==> src/rtl/aba_pkg.sv <==
// Register page zero: line-input routing, bias and left gain control.
// Assumes a byte-wide register port driven from logic on the same clock.
package aba_pkg;

  // Register offsets on page zero
  localparam logic [6:0] ROUTE_ADDR = 7'h18;
  localparam logic [6:0] BIAS_ADDR = 7'h19;
  localparam logic [6:0] AGC_ADDR = 7'h1a;

  // Reset values
  localparam logic [7:0] ROUTE_RESET = 8'h78;
  localparam logic [7:0] BIAS_RESET = 8'h00;
  localparam logic [7:0] AGC_RESET = 8'h00;
  localparam logic [7:0] UNMAPPED_READ = 8'h00;

  // Writable bit masks; reserved bits stay zero
  localparam logic [7:0] ROUTE_WR_MASK = 8'hf8;
  localparam logic [7:0] BIAS_WR_MASK = 8'hf0;
  localparam logic [7:0] AGC_WR_MASK = 8'hff;

  // Field positions
  localparam int ROUTE_DIFF_BIT = 7;
  localparam int ROUTE_LVL_HI = 6;
  localparam int ROUTE_LVL_LO = 3;
  localparam int BIAS_LVL_HI = 7;
  localparam int BIAS_LVL_LO = 6;
  localparam int BIAS_DMIC_HI = 5;
  localparam int BIAS_DMIC_LO = 4;
  localparam int AGC_EN_BIT = 7;
  localparam int AGC_TGT_HI = 6;
  localparam int AGC_TGT_LO = 4;
  localparam int AGC_ATK_HI = 3;
  localparam int AGC_ATK_LO = 2;
  localparam int AGC_DCY_HI = 1;
  localparam int AGC_DCY_LO = 0;

  // Input level codes
  localparam logic [3:0] LVL_MAX_CODE = 4'h8;
  localparam logic [3:0] LVL_OPEN_CODE = 4'hf;

  // Bias level codes
  localparam logic [1:0] BIAS_OFF = 2'h0;
  localparam logic [1:0] BIAS_2V0 = 2'h1;
  localparam logic [1:0] BIAS_2V5 = 2'h2;
  localparam logic [1:0] BIAS_SUPPLY = 2'h3;

  // Digital microphone assignment codes
  localparam logic [1:0] DMIC_BOTH = 2'h0;
  localparam logic [1:0] DMIC_LEFT = 2'h1;
  localparam logic [1:0] DMIC_RIGHT = 2'h2;
  localparam logic [1:0] DMIC_RSVD = 2'h3;

  // Target levels in half-dB below full scale
  localparam logic [5:0] TGT_HALF_DB_0 = 6'h0b;
  localparam logic [5:0] TGT_HALF_DB_1 = 6'h10;
  localparam logic [5:0] TGT_HALF_DB_2 = 6'h14;
  localparam logic [5:0] TGT_HALF_DB_3 = 6'h18;
  localparam logic [5:0] TGT_HALF_DB_4 = 6'h1c;
  localparam logic [5:0] TGT_HALF_DB_5 = 6'h22;
  localparam logic [5:0] TGT_HALF_DB_6 = 6'h28;
  localparam logic [5:0] TGT_HALF_DB_7 = 6'h30;

  // Attack times in milliseconds
  localparam logic [4:0] ATK_MS_0 = 5'h08;
  localparam logic [4:0] ATK_MS_1 = 5'h0b;
  localparam logic [4:0] ATK_MS_2 = 5'h10;
  localparam logic [4:0] ATK_MS_3 = 5'h14;

  // Decay times in milliseconds
  localparam logic [8:0] DCY_MS_0 = 9'h064;
  localparam logic [8:0] DCY_MS_1 = 9'h0c8;
  localparam logic [8:0] DCY_MS_2 = 9'h190;
  localparam logic [8:0] DCY_MS_3 = 9'h1f4;

endpackage

==> src/rtl/aba_level_dec.sv <==
// Input level decoder: gain code to connection and attenuation.
// Assumes the code comes straight from the routing register.
`timescale 1ns/1ps
module aba_level_dec
  import aba_pkg::*;
(
  input wire logic [3:0] levelCode,
  output logic connected,
  output logic [4:0] attenHalfDb
);

  // Gain codes 0..8 connect; reserved and open codes leave it off
  always_comb begin
    connected = (levelCode <= LVL_MAX_CODE);
    // Three half-dB per code step, zero when not connected
    if (connected) begin
      attenHalfDb = 5'({1'b0, levelCode} + {levelCode, 1'b0});
    end else begin
      attenHalfDb = 5'h00;
    end
  end

endmodule

==> src/rtl/aba_agc_dec.sv <==
// Left gain-control decoder: target, attack and decay codes to values.
// Assumes the codes come straight from the gain-control register.
`timescale 1ns/1ps
module aba_agc_dec
  import aba_pkg::*;
(
  input wire logic [2:0] targetCode,
  input wire logic [1:0] attackCode,
  input wire logic [1:0] decayCode,
  output logic [5:0] targetHalfDb,
  output logic [4:0] attackMs,
  output logic [8:0] decayMs
);

  // Target: highest level at code zero, lowest at code seven
  always_comb begin
    unique case (targetCode)
      3'h0: targetHalfDb = TGT_HALF_DB_0;
      3'h1: targetHalfDb = TGT_HALF_DB_1;
      3'h2: targetHalfDb = TGT_HALF_DB_2;
      3'h3: targetHalfDb = TGT_HALF_DB_3;
      3'h4: targetHalfDb = TGT_HALF_DB_4;
      3'h5: targetHalfDb = TGT_HALF_DB_5;
      3'h6: targetHalfDb = TGT_HALF_DB_6;
      3'h7: targetHalfDb = TGT_HALF_DB_7;
    endcase
  end

  // Attack time select
  always_comb begin
    unique case (attackCode)
      2'h0: attackMs = ATK_MS_0;
      2'h1: attackMs = ATK_MS_1;
      2'h2: attackMs = ATK_MS_2;
      2'h3: attackMs = ATK_MS_3;
    endcase
  end

  // Decay time select
  always_comb begin
    unique case (decayCode)
      2'h0: decayMs = DCY_MS_0;
      2'h1: decayMs = DCY_MS_1;
      2'h2: decayMs = DCY_MS_2;
      2'h3: decayMs = DCY_MS_3;
    endcase
  end

endmodule

==> src/rtl/aba_regs.sv <==
// Page-zero control registers for line-input routing to the right ADC
// mixer, microphone bias with digital microphone assignment, and the
// left automatic gain control.
// Assumes a byte-wide register port from the control-port decoder on
// the same clock, so no synchronisers are placed on it.
// Reserved bits are masked on write, so they always read back zero.
// Reserved gain and microphone codes are kept but decode as off.
// Decoded outputs change at the edge that takes the write, so the
// host sees them one cycle after its strobe.
`timescale 1ns/1ps
module aba_regs
  import aba_pkg::*;
(
  // Block clock; every register below runs on it
  input wire logic clk,
  // Asynchronous reset, active low
  input wire logic rst_n,
  // Register port, driven from logic on this clock
  // Write strobe, one cycle per byte
  input wire logic regWrite,
  // Read strobe, one cycle per byte
  input wire logic regRead,
  // Register offset on page zero
  input wire logic [6:0] regAddr,
  // Byte to be written
  input wire logic [7:0] regWdata,
  // Read answer, held until the next read
  output logic [7:0] regRdata,
  // Read answer strobe, one cycle after the read
  output logic regRvalid,
  // Controls from other registers of the device
  // High while digital microphone input is enabled
  input wire logic digitalMicEnable,
  // High while double-rate audio is on
  input wire logic doubleRateAudio,
  // Line input to right ADC mixer
  // High for differential, low for single-ended
  output logic lineInDifferential,
  // High while a valid gain code is held
  output logic lineInConnected,
  // Attenuation in half-dB steps, zero when open
  output logic [4:0] lineInAttenHalfDb,
  // Microphone bias output select, one-hot
  output logic biasPoweredDown,
  output logic bias2v0,
  output logic bias2v5,
  output logic biasToSupply,
  // Digital microphone assignment
  // Left channel taken from its digital microphone
  output logic leftUsesDigitalMic,
  // Right channel taken from its digital microphone
  output logic rightUsesDigitalMic,
  // Left automatic gain control
  // Gain control on
  output logic agcEnable,
  // Target level in half-dB below full scale
  output logic [5:0] agcTargetHalfDb,
  // Attack time in milliseconds
  output logic [4:0] agcAttackMs,
  // Decay time in milliseconds
  output logic [8:0] agcDecayMs,
  // Low while double-rate audio skews the time constants
  output logic agcTimingNominal
);

  // Whole state of the block, registered as one word
  // Outputs live here too, so each one leaves a flip-flop
  typedef struct packed {
    // Register images
    logic [7:0] route;      // Routing register image
    logic [7:0] bias;       // Bias register image
    logic [7:0] agc;        // Gain-control register image
    // Read answer
    logic [7:0] rdata;      // Read answer
    logic rvalid;           // Read answer strobe
    // Line input outputs
    logic diff;             // Input mode out
    logic conn;             // Input connected out
    logic [4:0] atten;      // Attenuation out
    // Bias select outputs
    logic bOff;             // Bias off
    logic b20;              // Bias 2.0V
    logic b25;              // Bias 2.5V
    logic bSup;             // Bias tied to supply
    // Microphone outputs
    logic dmL;              // Left digital microphone used
    logic dmR;              // Right digital microphone used
    // Gain control outputs
    logic agcEn;            // Gain control enabled
    logic [5:0] tgt;        // Target level
    logic [4:0] atk;        // Attack time
    logic [8:0] dcy;        // Decay time
    logic nominal;          // Timings at nominal rate
  } aba_state_t;

  aba_state_t s;       // Current state
  aba_state_t next_s;  // Next state

  // Decoder results from the next register images
  logic decConn;
  logic [4:0] decAtten;
  logic [5:0] decTgt;
  logic [4:0] decAtk;
  logic [8:0] decDcy;

  // Next images of the two decoded registers, formed apart from the
  // state process: feeding the decoders from next_s would loop their
  // results back into the process that drives their inputs
  logic [7:0] next_route; // Routing image after this cycle's write
  logic [7:0] next_agc; // Gain-control image after this cycle's write

  // Same masked write as the state process
  assign next_route = (regWrite && regAddr == ROUTE_ADDR) ?
    (regWdata & ROUTE_WR_MASK) : s.route;
  assign next_agc = (regWrite && regAddr == AGC_ADDR) ?
    (regWdata & AGC_WR_MASK) : s.agc;

  // Level decoder for the routing register
  // Codes above eight leave the input open and unattenuated
  aba_level_dec levelDec (
    .levelCode(next_route[ROUTE_LVL_HI:ROUTE_LVL_LO]),
    .connected(decConn),
    .attenHalfDb(decAtten)
  );

  // Target and time decoder for the gain-control register
  // Every code of these fields is legal, so none needs a fallback
  aba_agc_dec agcDec (
    .targetCode(next_agc[AGC_TGT_HI:AGC_TGT_LO]),
    .attackCode(next_agc[AGC_ATK_HI:AGC_ATK_LO]),
    .decayCode(next_agc[AGC_DCY_HI:AGC_DCY_LO]),
    .targetHalfDb(decTgt),
    .attackMs(decAtk),
    .decayMs(decDcy)
  );

  // Next-state logic: register writes, reads and decoded outputs
  // A read and a write in one cycle are both served: the read answers
  // with the image held before the edge, the write lands at the edge.
  always_comb begin
    // Hold everything by default; the read strobe lasts one cycle
    next_s = s;
    next_s.rvalid = 1'b0;

    // Writes; reserved bits are masked so they always read zero
    // Reserved gain and microphone codes are kept as written
    if (regWrite) begin
      unique case (regAddr)
        ROUTE_ADDR: begin
          next_s.route = regWdata & ROUTE_WR_MASK;
        end
        BIAS_ADDR: begin
          next_s.bias = regWdata & BIAS_WR_MASK;
        end
        AGC_ADDR: begin
          next_s.agc = regWdata & AGC_WR_MASK;
        end
        default: begin
          // Unmapped write is ignored
        end
      endcase
    end

    // Reads return the value held before any same-cycle write
    // An unmapped offset still answers, with zero
    if (regRead) begin
      next_s.rvalid = 1'b1;
      unique case (regAddr)
        ROUTE_ADDR: begin
          next_s.rdata = s.route;
        end
        BIAS_ADDR: begin
          // Low bits were masked on write, so they read zero
          next_s.rdata = s.bias;
        end
        AGC_ADDR: begin
          next_s.rdata = s.agc;
        end
        default: begin
          next_s.rdata = UNMAPPED_READ;
        end
      endcase
    end

    // Input mode and level follow the routing register
    // Decoded from the new image, so they move with the write edge
    next_s.diff = next_s.route[ROUTE_DIFF_BIT];
    next_s.conn = decConn;
    next_s.atten = decAtten;

    // Bias select is one-hot over the four levels
    // Only bits 7:6 matter; the microphone field is decoded below
    next_s.bOff = (next_s.bias[BIAS_LVL_HI:BIAS_LVL_LO] == BIAS_OFF);
    next_s.b20 = (next_s.bias[BIAS_LVL_HI:BIAS_LVL_LO] == BIAS_2V0);
    next_s.b25 = (next_s.bias[BIAS_LVL_HI:BIAS_LVL_LO] == BIAS_2V5);
    next_s.bSup = (next_s.bias[BIAS_LVL_HI:BIAS_LVL_LO] == BIAS_SUPPLY);

    // Digital microphone assignment, only when enabled
    // With digital input off both channels keep their own ADCs
    next_s.dmL = 1'b0;
    next_s.dmR = 1'b0;
    if (digitalMicEnable) begin
      unique case (next_s.bias[BIAS_DMIC_HI:BIAS_DMIC_LO])
        DMIC_BOTH: begin
          next_s.dmL = 1'b1;
          next_s.dmR = 1'b1;
        end
        DMIC_LEFT: begin
          next_s.dmL = 1'b1;
        end
        DMIC_RIGHT: begin
          next_s.dmR = 1'b1;
        end
        DMIC_RSVD: begin
          // Reserved code falls back to both ADCs
        end
      endcase
    end

    // Left gain control settings
    // Target, attack and decay come from the new image as well
    next_s.agcEn = next_s.agc[AGC_EN_BIT];
    next_s.tgt = decTgt;
    next_s.atk = decAtk;
    next_s.dcy = decDcy;
    // Time constants are nominal only without double-rate audio
    // Registered like every output, so it trails its input by a cycle
    next_s.nominal = ~doubleRateAudio;
  end

  // State register with reset images
  // The reset branch loads constants only, so no reset value can
  // depend on another flip-flop coming out of reset.
  always_ff @(posedge clk or negedge rst_n) begin
    if (!rst_n) begin
      // Clear everything, then set the non-zero reset images
      s <= '0;
      // Register images
      s.route <= ROUTE_RESET;
      s.bias <= BIAS_RESET;
      s.agc <= AGC_RESET;
      // Read answer empty
      s.rdata <= UNMAPPED_READ;
      // Decoded outputs agree with the images above while digital microphone input and double-rate audio are off
      s.bOff <= 1'b1;
      s.tgt <= TGT_HALF_DB_0;
      s.atk <= ATK_MS_0;
      s.dcy <= DCY_MS_0;
      s.nominal <= 1'b1;
    end else begin
      // One word moves at each edge
      s <= next_s;
    end
  end

  // Outputs straight from the state register
  // No logic stands between a flip-flop and a pin
  // Register port answer
  assign regRdata = s.rdata;
  assign regRvalid = s.rvalid;

  // Line input to the right ADC mixer
  assign lineInDifferential = s.diff;
  assign lineInConnected = s.conn;
  assign lineInAttenHalfDb = s.atten;

  // Bias select
  assign biasPoweredDown = s.bOff;
  assign bias2v0 = s.b20;
  assign bias2v5 = s.b25;
  assign biasToSupply = s.bSup;

  // Digital microphone assignment
  assign leftUsesDigitalMic = s.dmL;
  assign rightUsesDigitalMic = s.dmR;

  // Left gain control
  assign agcEnable = s.agcEn;
  assign agcTargetHalfDb = s.tgt;
  assign agcAttackMs = s.atk;
  assign agcDecayMs = s.dcy;
  assign agcTimingNominal = s.nominal;

endmodule

==> config.mk <==
export PLATFORM = sky130hd
export DESIGN_NAME = aba_regs
export DESIGN_NICKNAME = d
export VERILOG_FILES = /design/src/rtl/aba_pkg.sv /design/src/rtl/aba_level_dec.sv /design/src/rtl/aba_agc_dec.sv /design/src/rtl/aba_regs.sv
export SDC_FILE = /design/constraint.sdc
export NUM_CORES = 1
export LEC_CHECK = 0
export BUFFER_PORTS_ARGS = -buffer_cell sky130_fd_sc_hd__buf_4
export CAP_MARGIN = 20
export CELL_PAD_IN_SITES_DETAIL_PLACEMENT = 1
export CELL_PAD_IN_SITES_GLOBAL_PLACEMENT = 2
export CORE_UTILIZATION = 32
export CTS_CLUSTER_DIAMETER = 120
export DETAILED_ROUTE_END_ITERATION = 12
export PLACE_DENSITY = 0.82
export SLEW_MARGIN = 20
export SYNTH_ARGS = -nofsm -noshare
export SYNTH_HDL_FRONTEND = slang
export SYNTH_HIERARCHICAL = 1
export SYNTH_SLANG_ARGS = --single-unit
==> constraint.sdc <==
create_clock -name clk -period 1.5 [get_ports clk]
set_input_delay 0.075 -clock clk [delete_from_list [all_inputs] [get_ports clk]]
set_output_delay 0.075 -clock clk [all_outputs]
set_load 0.005 [all_outputs]
### Word-level counts from Yosys, hierarchy flattened

Memory sizes are Yosys's and may differ from the RTL's. A register that Yosys moved wholly into a read port is not among the register bits.
Cells that the tools add are included.

| word-level totals | value |
|---|---|
| flip-flop bits (word level) | 53 |
| bits of input ports | 21 |
| memories kept | 1 |
| output and inout port bits | 44 |
| word-level logic and storage cells | 60 |
| memory bits (read-only) | 48 |

Memory list:

| name | words | width | read ports | clocked after Yosys merged registers in | write ports | RTL line | RTL |
|---|---|---|---|---|---|---|---|
| (name not given) | 8 | 6 | 1 | 1 | 0 | aba_agc_dec.sv:17 | `unique case (targetCode)` |

| operators by class | value |
|---|---|
| order comparisons | 1 |
| $add $sub $neg | 1 |
| equal/unequal tests | 14 |
| reduce and logical (&&, ||, !) cells | 11 |
| multiplexer cells | 13 |
| bitwise gates (word level) | 1 |

Operators by type and width:

| kind | count |
|---|---|
| case mux 9 bit (4 select lines) | 1 |
| case mux 8 bit (3 select lines) | 1 |
| == test 7 x 5 -> 1 bit, second input constant | 3 |
| case mux 5 bit (4 select lines) | 1 |
| 2-to-1 mux 16 bit | 1 |
| 2-to-1 mux 8 bit | 2 |
| == test 2 bit, second input constant | 7 |
| 2-to-1 mux 7 bit | 2 |
| == test 2 x 1 -> 1 bit, second input constant | 4 |
| logical NOT 2 bit | 4 |
| adder 4 x 5 -> 5 bit | 1 |
| 2-to-1 mux 5 bit | 1 |
| less-or-equal comparator 4 bit, second input constant | 1 |
| AND reduction 2 bit | 2 |
| OR reduction 2 bit | 2 |
| 2-to-1 mux 1 bit | 3 |
| logical AND 1 bit | 2 |
| 2-to-1 mux 2 bit | 1 |
| logical NOT 1 bit | 1 |
| inverter 1 bit | 1 |

### Longest topological paths before layout

Gate-level depths: netlist of run 1.

| depth | value |
|---|---|
| word-level depth | 7 |
| depth in mapped cells | 9 |
| mapped depth without buffers | 7 |

### Modules after synthesis

The synthesis of run 1 kept the hierarchy.

Modules (own cells, without submodules):

| module | times used | cells each | area an instance (um^2) |
|---|---|---|---|
| aba_regs | 1 | 171 | 2402.3 |
| aba_agc_dec | 1 | 35 | 279.0 |
| aba_level_dec | 1 | 20 | 165.2 |

### Least setup slack after synthesis of run 1

OpenSTA, ideal clock, no wires.

| path | value |
|---|---|
| path type | input -> register |
| start | input port regAddr[1] |
| end | register s (netlist bit lineInAttenHalfDb[3]) |
| arrival | 1954 ps |
| buffers on the path | 2 |
| library setup time | 125 ps |
| data required time | 1375 ps |
| stages | 9 |
| slack | -578 ps |
| cell sequence | buf_6 -> nor4bb_4 -> and3b_1 -> buf_6 -> mux2_4 -> ha_1 -> fa_1 -> xor2_1 -> nor2_1 |

| on the way | value |
|---|---|
| longest elaborated chain between the ends | 5 |
| elaborated cells on any way between the ends | 6 |
| those cells by class | add/sub (1); order compare (1); eq/ne (1); mux (2); reduce/logical (1) |

Ends and longest elaborated chain:

| element | RTL line | RTL |
|---|---|---|
| start, declared | aba_regs.sv:24 | `input wire logic [6:0] regAddr,` |
| == test 7 x 5 -> 1 bit (*) | aba_regs.sv:113 | `assign next_route = (regWrite && regAddr == ROUTE_ADDR) ?` |
| logical AND 1 bit (*) | aba_regs.sv:113 |  |
| 2-to-1 mux 7 bit (*) | aba_regs.sv:113 |  |
| named net next_route[4] | aba_regs.sv:109 | `logic [7:0] next_route;` |
| adder 4 x 5 -> 5 bit / less-or-equal comparator 4 bit (equally long branches) | aba_level_dec.sv:17, aba_level_dec.sv:14 |  |
| 2-to-1 mux 5 bit (*) | aba_level_dec.sv:16 | `if (connected) begin` |
| named net decAtten[3] | aba_regs.sv:101 | `logic [4:0] decAtten;` |
| end signal, assigned | aba_regs.sv:252 | `s <= next_s;` |
| end, declared | aba_regs.sv:96 | `aba_state_t s;` |

The timed path passes the listed nets; every way through them passes the cells marked *.
A chain may end at the register's enable or synchronous reset.

### Worst setup path in the final report of run 1

| path | value |
|---|---|
| start | input port regAddr[5] |
| end | register s (netlist bit lineInAttenHalfDb[2]) |

The elaborated chain is that of the path after synthesis.

==> metrics.md, run 1 <==
| Metric | Value |
|---|---|
| DR WL/cell | 14.3 um |
| Largest family of logic cells by synthesized area | buffers and inverters |
| Filler cell count | 958 |
| Maxcap violations | 0 |
| Critical Path AT | 1.95 ns |
| EDFF count, synth | 0 |
| Max stage delay on crit path | 0.52 ns |
| Final cell count without fillers | 404 |
| Multi-input gate area | 1020 um^2 |
| Register area | 1490 um^2 |
| TritonCTS clock tree | done |
| Area fraction in compound gates after synthesis | 0.0514 |
| CP max-delay cell | fa_2 |
| Syn avg cell area | 12.6 um^2 |
| Nets | 327 |
| I/O pin cnt | 65 |
| Max clock buf depth | 2 |
| Initial antenna violation count | 0 |
| CTS buffer count | 9 |
| Achievable frequency | 596 MHz |
| Adder-Cell Fraction of Synth Area | 0.0686 |
| Top area cells in the synthesized netlist | dfrtp_1, dfstp_2, buf_4 |
| Pin count of the biggest net entering global routing | 35 |
| Number of synthesized register bits | 59 |
| RSZ-0062 raised after global routing | true |
| Failing checks | setup timing |
| Setup WS pre-CTS | -0.631 ns |
| # clock sinks | 59 |
| CTS H-Tree Depth | 3 |
| TritonRoute pass-1 iters | 4 |
| Status | finished, violations left |
| Cell row count | 34 |
| Commonest cells after routing, fill and taps aside | buf_4, dfrtp_1, inv_1 |
| Reg2reg setup slack | -0.07 ns |
| Worst-path cell chain | buf_6, nor4bb_4, and3b_2, mux2_4, ha_4, fa_2, nor2b_4 |
| Max Fanout on Critical Path | 5 |
| Final setup vio count | 6 |
| Clk slew on worst S/H paths | 0.07 ns |
| Full die area | 9280 um^2 |
| Commonest non-fill, non-tap cell in the layout | buf_4 |
| Die W | 96.3 um |
| VDD IR max | 0.425 mV |
| Total GRT Usage | 0.138 |
| DRC viols | 0 |
| Yosys warnings | 6 |
| Ant diodes | 0 |
| Initial Util | 0.328 |
| Power per cell area | 1040 nW/um^2 |
| Routability cong. | 0.754 |
| Synth top area share | 0.404 |
| Req. time, crit path | 1.77 ns |
| HP Class | in -> reg |
| Core box area | 8680 um^2 |
| Synth area leader | dfrtp_1 |
| Dpl cells | 378 |
| PortBufs | 64 |
| Clk_skew | 0.00493 ns |
| Vias in the first global route | 1784 |
| Detailed Route Iter0 Violations | 39 |
| Vias | 1729 |
| Grt ovf | 0 |
| Synth Area in Simple Gates | 0.0919 |
| CTS Root Cell | clkbuf_8 |
| Syn Inst Count | 226 |
| Clock Latency Late Sink | 0.33 ns |
| Mux share of post-synthesis cell area | 0.114 |
| Mapped cell area | 2850 um^2 |
| Hold slack final | 0.0438 ns |
| Final period util | 1.12 |
| Fraction of layout cells with a size suffix above 1 | 0.534 |
| First-pass GRT wire length | 9.32 mm |
| Endpoint class of the critical path | flip-flop |
| Prevailing post-synth register cell | dfrtp_1 |
| Final Hold Fails | 0 |
| Part of the Yosys area used for sequential elements | 0.524 |
| Leakage | 1.82 nW |
| Vias/cell | 4.28 |
| Setup CP Type | in -> reg |
| Worst setup margin | -0.179 ns |
| Final setup TNS | -0.731 ns |
| Library cells used by synthesis | 38 |
| Number of routed nets with antenna violations | 0 |
| Asr flop ratio synth | 1.00 |
| Die height | 96.3 um |
| Max-slew violations | 0 |
| Post-DP HPWL | 4.12 mm |
| Synth Area in XOR/XNOR | 0.00308 |
| Startpoint types | primary input |
| Total wire length | 5.77 mm |
| Area growth from synthesis to layout | 29.2% |
| Fin crit period | 1.68 ns |
## final cells by class
class                      instances  share of cell area
sequential                        59               0.406
multi-input combinational        102               0.277
timing repair buffer              97               0.206
clock buffer                      15              0.0507
tap                              108              0.0367
inverter                          22              0.0225
clock inverter                     1             0.00136
## final timing paths
check | startpoint | endpoint | cells past startpoint
worst max-delay path | regAddr[5] | lineInAttenHalfDb[2] | 7
worst min-delay path | regWdata[7] | s[67] | 2
worst max register to register | s[64] | lineInAttenHalfDb[2] | 4
worst min register to register | s[56] | rightUsesDigitalMic | 1
max in group asynchronous | rst_n | agcDecayMs[5] | 3
min in group asynchronous | rst_n | agcDecayMs[3] | 2
## cells in the mapped netlist, drive strengths merged, types with 3 or more instances
| cell | number |
|---|---|
| nand3 | 3 |
| nor2b | 7 |
| mux2 | 17 |
| buf | 42 |
| nand2 | 7 |
| inv | 22 |
| a21o | 3 |
| ha | 14 |
| dfstp | 13 |
| dfrtp | 46 |
| nor2 | 5 |
| mux2i | 11 |
| nand2b | 4 |
| a2bb2oi | 4 |
| o22ai | 8 |
## per-layer routing
layer | share of wire | GRT usage
met3 | 0.038 | 0.0340
met5 | 0 | 0
met2 | 0.51 | 0.219
met4 | 0.013 | 0.0625
met1 | 0.44 | 0.177
## cell families (layout without fill, tap and decap cells)
| group | count (synthesis) | count (layout) |
|---|---|---|
| buffers and inverters | 66 | 135 |
| DFF | 59 | 59 |
| and+or+nand+nor | 36 | 36 |
| muxes | 28 | 28 |
| AOI/OAI and AO/OA | 20 | 20 |
| adders and majority gates | 15 | 15 |
| other | 1 | 2 |
| xor gates and xnor gates | 1 | 1 |
## per-stage QoR
step,power [mW],cell area [um^2],utilization
floorplan,2.21,2890,-
global placement,2.43,3340,0.385
detailed placement,2.44,3340,0.385
CTS,3.86,3610,0.416
global route,4.02,3680,0.424
finish,3.81,3680,0.424
## critical path, delay by kind of cell
kind,cells,cell delay [ns]
fa+ha+maj,2,0.70
buf+inv,1,0.10
mux,1,0.36
simple gates,3,0.71
## state kept, by name, summed over array words and instances, names as in the netlist
name and count:
bias2v0 1, agcEnable 1, rightUsesDigitalMic 1, agcTimingNominal 1, leftUsesDigitalMic 1, bias2v5 1, biasToSupply 1, regRvalid 1
regRdata 8, s 16, agcTargetHalfDb 6, biasPoweredDown 1, agcDecayMs 9, lineInAttenHalfDb 5, agcAttackMs 5, lineInConnected 1
## what timing repair did
item,4_1_cts,5_1_grt
gates resized for setup,7,8
endpoints found under the hold margin,31,0
endpoints found under the setup margin,6,11
gates cloned,0,0
hold buffers,5,0
pin swaps,3,6
setup buffers,0,5
## power breakdown
| part | total [mW] | switching, mW | leakage (nW) | internal, mW |
|---|---|---|---|---|
| Clock | 1.37 | 0.588 | 0.0997 | 0.780 |
| Combinational | 0.630 | 0.270 | 0.965 | 0.361 |
| Sequential | 1.81 | 0.0580 | 0.751 | 1.76 |
Note: power is estimated with default switching activity, not from simulation.
==> run 2, diff against run 1 <==
- PLACE_DENSITY: 0.82 -> 0.73
==> run 2 against run 1 <==
Against the previous run: the flow still finishes with violations (setup timing); first-iteration DRC count shrank 33%; wire length decreased by 2.0%; total power increased by 5.2%; hold slack got worse by 0.020 ns; clock power increased by 13%; flip-flop and latch count stayed put; register-to-register slack hardly changed; critical endpoint unchanged.
==> metrics.md, run 2 (same netlist as run 1, synthesis figures left out) <==
| Metric | Value |
|---|---|
| I/O pin cnt | 65 (unchanged) |
| Core box area | 8680 um^2 (unchanged) |
| Final period util | 1.13 (+0.0101) |
| Max clock buf depth | 2 (unchanged) |
| Post-DP HPWL | 4.15 mm (+0.68%) |
| Cell row count | 34 (unchanged) |
| GRT busiest layer | met2 |
| Startpoint types | primary input |
| Endpoint class of the critical path | flip-flop |
| Critical Path AT | 1.97 ns (+0.02 ns) |
| Final setup vio count | 6 (unchanged) |
| # clock sinks | 59 (unchanged) |
| Failing checks | setup timing |
| Vias/cell | 4.33 (+1.2%) |
| CP max-delay cell | fa_2 |
| Achievable frequency | 590 MHz (-0.90%) |
| TritonRoute pass-1 iters | 4 (unchanged) |
| Clk slew on worst S/H paths | 0.07 ns (about the same) |
| DR WL/cell | 14.0 um (-2.0%) |
| RSZ-0062 raised after global routing | true |
| Grt ovf | 0 (unchanged) |
| Max Fanout on Critical Path | 4 (-1) |
| Initial Util | 0.328 (unchanged) |
| Vias | 1750 (+1.2%) |
| Commonest cells after routing, fill and taps aside | buf_4, dfrtp_1, inv_1 |
| PortBufs | 64 (unchanged) |
| Total GRT Usage | 0.131 (-0.00738) |
| Worst-path cell chain | buf_8, nor4bb_4, and3b_2, mux2_4, ha_4, fa_2, nor2b_4 |
| Fin crit period | 1.69 ns (+0.0152 ns) |
| Max stage delay on crit path | 0.53 ns (about the same) |
| Max reg flops | 16 (unchanged) |
| Req. time, crit path | 1.77 ns (about the same) |
| Leakage | 1.83 nW (+0.77%) |
| CTS H-Tree Depth | 3 (unchanged) |
| Final Hold Fails | 0 (unchanged) |
| Power per cell area | 1080 nW/um^2 (+3.8%) |
| Routability cong. | 0.715 (-5.1%) |
| Routing usage on met1 | 0.163 (-0.0136) |
| VDD IR max | 0.529 mV (+24%) |
| Commonest non-fill, non-tap cell in the layout | buf_4 |
| Nets | 327 (unchanged) |
| CTS buffer count | 9 (unchanged) |
| Vias in the first global route | 1794 (+0.56%) |
| Multi-input gate area | 1020 um^2 (+0.49%) |
| Clk_skew | 0.00683 ns (+0.00189 ns) |
| Clock Latency Late Sink | 0.34 ns (about the same) |
| Detailed Route Iter0 Violations | 26 (-33%) |
| Worst setup margin | -0.194 ns (-0.0152 ns) |
| Die height | 96.3 um (unchanged) |
| First-pass GRT wire length | 8.89 mm (-4.6%) |
| Register area | 1490 um^2 (unchanged) |
| DRC viols | 0 (unchanged) |
| Number of routed nets with antenna violations | 0 (unchanged) |
| Die W | 96.3 um (unchanged) |
| Largest Register | s |
| Ant diodes | 0 (unchanged) |
| Setup CP Type | in -> reg |
| Area growth from synthesis to layout | 31.0% |
| HP Class | in -> reg |
| GR Util met3 | 0.0363 (+0.00237) |
| Final setup TNS | -0.839 ns (-0.108 ns) |
| Full die area | 9280 um^2 (unchanged) |
| TritonCTS clock tree | done |
| Max-slew violations | 0 (unchanged) |
| CTS Root Cell | clkbuf_8 |
| GR Util met2 | 0.210 (-0.00946) |
| Initial antenna violation count | 0 (unchanged) |
| Reg2reg setup slack | -0.07 ns (about the same) |
| Maxcap violations | 0 (unchanged) |
| Status | finished, violations left |
| Post-layout util | 0.430 (+0.00591) |
| Filler cell count | 955 (-0.31%) |
| Overall Power | 4.01 mW (+5.2%) |
| Pin count of the biggest net entering global routing | 31 (-11%) |
| Fraction of layout cells with a size suffix above 1 | 0.530 (-0.00338) |
| Total wire length | 5.65 mm (-2.0%) |
[run 2: cell count changes in the layout (fill, tap and decap cells not counted), moves of 2 or more]
cell / before / now
buf_4: 89 / 86
clkbuf_8: 13 / 9
bufinv_16: 0 / 2
buf_12: 0 / 2
[run 2: final timing paths]
kind	start	end	depth (start not counted)
hold reg to reg	s[57]	leftUsesDigitalMic	1
setup / recovery	regAddr[1]	lineInAttenHalfDb[2]	7
min in group asynchronous	rst_n	agcDecayMs[8]	2
hold / removal	regWdata[6]	biasToSupply	3
setup reg to reg	s[64]	lineInAttenHalfDb[2]	4
max in group asynchronous	rst_n	agcTargetHalfDb[0]	3
[run 2: metrics by stage]
stage | hold WS (ns) | std cells | setup WS, ns | area [um^2]
floorplan | -0.221 | 227 | -0.548 | 2890
global placement | 0.0373 | 375 | -0.598 | 3330
detailed placement | 0.0335 | 375 | -0.620 | 3330
CTS | 0.0120 | 402 | -0.182 | 3700
global route | 0.0285 | 404 | -0.254 | 3730
finish | 0.0234 | 404 | -0.194 | 3730
[run 2: timing repair]
item	4_1_cts	5_1_grt
buffers inserted	6	2
setup endpoints to repair	10	7
pin swaps	7	6
hold buffers	5	0
resized for setup	10	4
endpoints found under the hold margin	34	0
[run 2: layout make-up]
cell class	count	share of cell area
well taps	108	0.0362
repair buffers	97	0.210
inverters	22	0.0221
clock inverters	5	0.0208
clock buffers	11	0.0352
flip-flops and latches	59	0.400
multi-input cells	102	0.275
[run 2: critical path, delay by kind of cell]
| kind | cells | cell delay [ns] |
|---|---|---|
| buffers and inverters | 1 | 0.10 |
| adder cells (fa/ha/maj) | 2 | 0.71 |
| AND/OR/NAND/NOR | 3 | 0.73 |
| multiplexers | 1 | 0.36 |
[run 2: power by group]
group          internal [mW]  switching, mW  total, mW  leakage (nW)
sequential              1.76         0.0567       1.81         0.751
combinational          0.376          0.273      0.649         0.976
clock                  0.930          0.618       1.55         0.103
total                   3.06          0.948       4.01          1.83
[run 2: layer usage]
metal / vias to the layer above / part of all wire
li1: 834 / -
met4: 0 / 0.016
met1: 867 / 0.43
met5: - / 0
met3: 8 / 0.045
met2: 41 / 0.51
==> run 3, diff against run 2 <==
==> constraint.sdc (replaced) <==
create_clock -name clk -period 1.5 [get_ports clk]
set_input_delay 0.375 -clock clk [delete_from_list [all_inputs] [get_ports clk]]
set_output_delay 0.375 -clock clk [all_outputs]
set_load 0.005 [all_outputs]
==> run 3 against run 2 <==
Against the previous run: the run still ends with setup timing left; final cell count decreased by 0.25%; combinational power increased by 12%; via count increased by 2.7%; total power increased by 0.61%; critical endpoint unchanged.
==> metrics.md, run 3 (same netlist as run 1, synthesis figures left out) <==
| Metric | Value |
|---|---|
| Reg2reg setup slack | -0.06 ns (about the same) |
| Failing checks | setup timing |
| Clock Latency Late Sink | 0.34 ns (about the same) |
| Largest Register | s |
| CP max-delay cell | fa_2 |
| Maxcap violations | 0 (unchanged) |
| Ant diodes | 0 (unchanged) |
| Status | finished, violations left |
| Total GRT Usage | 0.143 (+0.0123) |
| Vias/cell | 4.46 (+3.0%) |
| Filler cell count | 933 (-2.3%) |
| R2r endpoint | lineInAttenHalfDb[2] |
| VDD IR max | 0.395 mV (-25%) |
| Worst R2R Start | s[64] |
| Initial Util | 0.328 (unchanged) |
| Critical Path AT | 2.31 ns (+0.34 ns) |
| Routability cong. | 0.698 (-2.4%) |
| DR WL/cell | 15.3 um (+9.7%) |
| Endpoint class of the critical path | flip-flop |
| Full die area | 9280 um^2 (unchanged) |
| Startpoint types | primary input |
| Setup WS pre-CTS | -0.939 ns (-0.319 ns) |
| Die height | 96.3 um (unchanged) |
| Cell row count | 34 (unchanged) |
| Power per cell area | 1040 nW/um^2 (-3.4%) |
| Vias | 1798 (+2.7%) |
| Max clock buf depth | 2 (unchanged) |
| Fraction of layout cells with a size suffix above 1 | 0.603 (+0.0730) |
| HP Class | in -> async |
| Fin crit period | 2.04 ns (+0.344 ns) |
| DRC viols | 0 (unchanged) |
| Max Fanout on Critical Path | 5 (+1) |
| Worst setup margin | -0.538 ns (-0.344 ns) |
| Die W | 96.3 um (unchanged) |
| Final period util | 1.36 (+0.229) |
| # clock sinks | 59 (unchanged) |
| Leakage | 1.88 nW (+2.9%) |
| Pin count of the biggest net entering global routing | 60 (+94%) |
| CTS buffer count | 9 (unchanged) |
| Post-layout util | 0.447 (+0.0176) |
| CTS Root Cell | clkbuf_8 |
| First-pass GRT wire length | 9.41 mm (+5.8%) |
| Commonest cells after routing, fill and taps aside | buf_4, dfrtp_1, inv_1 |
| Post-DP HPWL | 4.17 mm (+0.56%) |
| Max stage delay on crit path | 0.52 ns (about the same) |
| Core box area | 8680 um^2 (unchanged) |
| Initial antenna violation count | 0 (unchanged) |
| RSZ-0062 raised after global routing | true |
| Max-slew violations | 0 (unchanged) |
| Max reg flops | 16 (unchanged) |
| Worst-path cell chain | buf_8, nor4bb_4, and3b_2, mux2_4, ha_4, fa_2, nor2b_4 |
| Final Hold Fails | 0 (unchanged) |
| TritonCTS clock tree | done |
| # hold bufs at CTS | 0 (-5) |
| Number of routed nets with antenna violations | 0 (unchanged) |
| Final setup vio count | 18 (+12) |
| TritonRoute pass-1 iters | 6 (+2) |
| Grt ovf | 0 (unchanged) |
| PortBufs | 64 (unchanged) |
| Achievable frequency | 491 MHz (-17%) |
| Commonest non-fill, non-tap cell in the layout | buf_4 |
| I/O pin cnt | 65 (unchanged) |
| Clk_skew | 0.00837 ns (+0.00154 ns) |
| R2r worst-path depth | 4 (unchanged) |
| Area growth from synthesis to layout | 36.4% |
| Vias in the first global route | 1829 (+2.0%) |
| Nets | 327 (unchanged) |
| Detailed Route Iter0 Violations | 45 (+73%) |
| Clk slew on worst S/H paths | 0.06 ns (about the same) |
| Total wire length | 6.18 mm (+9.4%) |
| Req. time, crit path | 1.77 ns (about the same) |
| CTS H-Tree Depth | 3 (unchanged) |
| Setup CP Type | in -> reg |
run 3: cell count changes in the layout (fill, tap and decap cells not counted), moves of 3 or more:
cell,change
ha_1,-8
mux2_4,+6
inv_1,-6
buf_6,+9
clkbuf_8,+3
ha_4,+7
buf_4,-4
mux2_2,-6
dlygate4sd3_1,-5
run 3: worst max path at each step:
stage          cells after the start  startpoint              endpoint
2_1_floorplan                      9  regAddr[1]  lineInAttenHalfDb[3]
3_3_place_gp                       8  regAddr[1]  lineInAttenHalfDb[3]
6_report                           7  regAddr[5]  lineInAttenHalfDb[2]
4_1_cts                            8  regAddr[1]  lineInAttenHalfDb[3]
5_1_grt                            7  regAddr[5]  lineInAttenHalfDb[2]
3_5_place_dp                       8  regAddr[1]  lineInAttenHalfDb[3]
run 3: final cells by class:
type                    count  area, um^2  share of cell area
flip-flops and latches     59        1490               0.385
clock inverters             2        35.0             0.00903
inverters                  22        97.6              0.0251
multi-input cells         102        1150               0.295
repair buffers             97         806               0.208
well taps                 108         135              0.0348
clock buffers              13         169              0.0435
run 3: repair_timing:
action | CTS | global route
pin swaps | 3 | 10
endpoints found under the setup margin | 19 | 21
buffers inserted | 5 | 5
resized for setup | 44 | 15
run 3: worst max-delay path, delay by kind of cell:
| kind | cells | cell delay (ns) |
|---|---|---|
| multiplexers | 1 | 0.37 |
| adder cells (fa/ha/maj) | 2 | 0.70 |
| AND/OR/NAND/NOR | 3 | 0.76 |
| buffers and inverters | 1 | 0.10 |
run 3: per-stage QoR:
stage               cells  power, mW  instance area, um^2  TNS, ns  hold WS [ns]
global route          403       4.26                 3880    -4.52        0.0302
detailed placement    380       2.45                 3370   -17.04         0.400
floorplan             227       2.21                 2890    -8.19        0.0794
global placement      380       2.43                 3370   -16.77         0.392
finish                403       4.03                 3880    -3.86        0.0154
CTS                   399       4.05                 3780    -3.18        0.0294
run 3: layer usage:
| metal | vias up | track usage | wire length [um] |
|---|---|---|---|
| li1 | 840 | - | - |
| met3 | 10 | 0.0340 | 225 |
| met5 | - | 0 | 0 |
| met2 | 37 | 0.236 | 3270 |
| met4 | 0 | 0.0809 | 126 |
| met1 | 911 | 0.170 | 2560 |
run 3: power by group:
group,internal (mW),switching (mW),leakage [nW]
clock network,0.892,0.602,0.106
logic,0.419,0.306,1.03
registers,1.76,0.0598,0.751
total,3.07,0.967,1.88
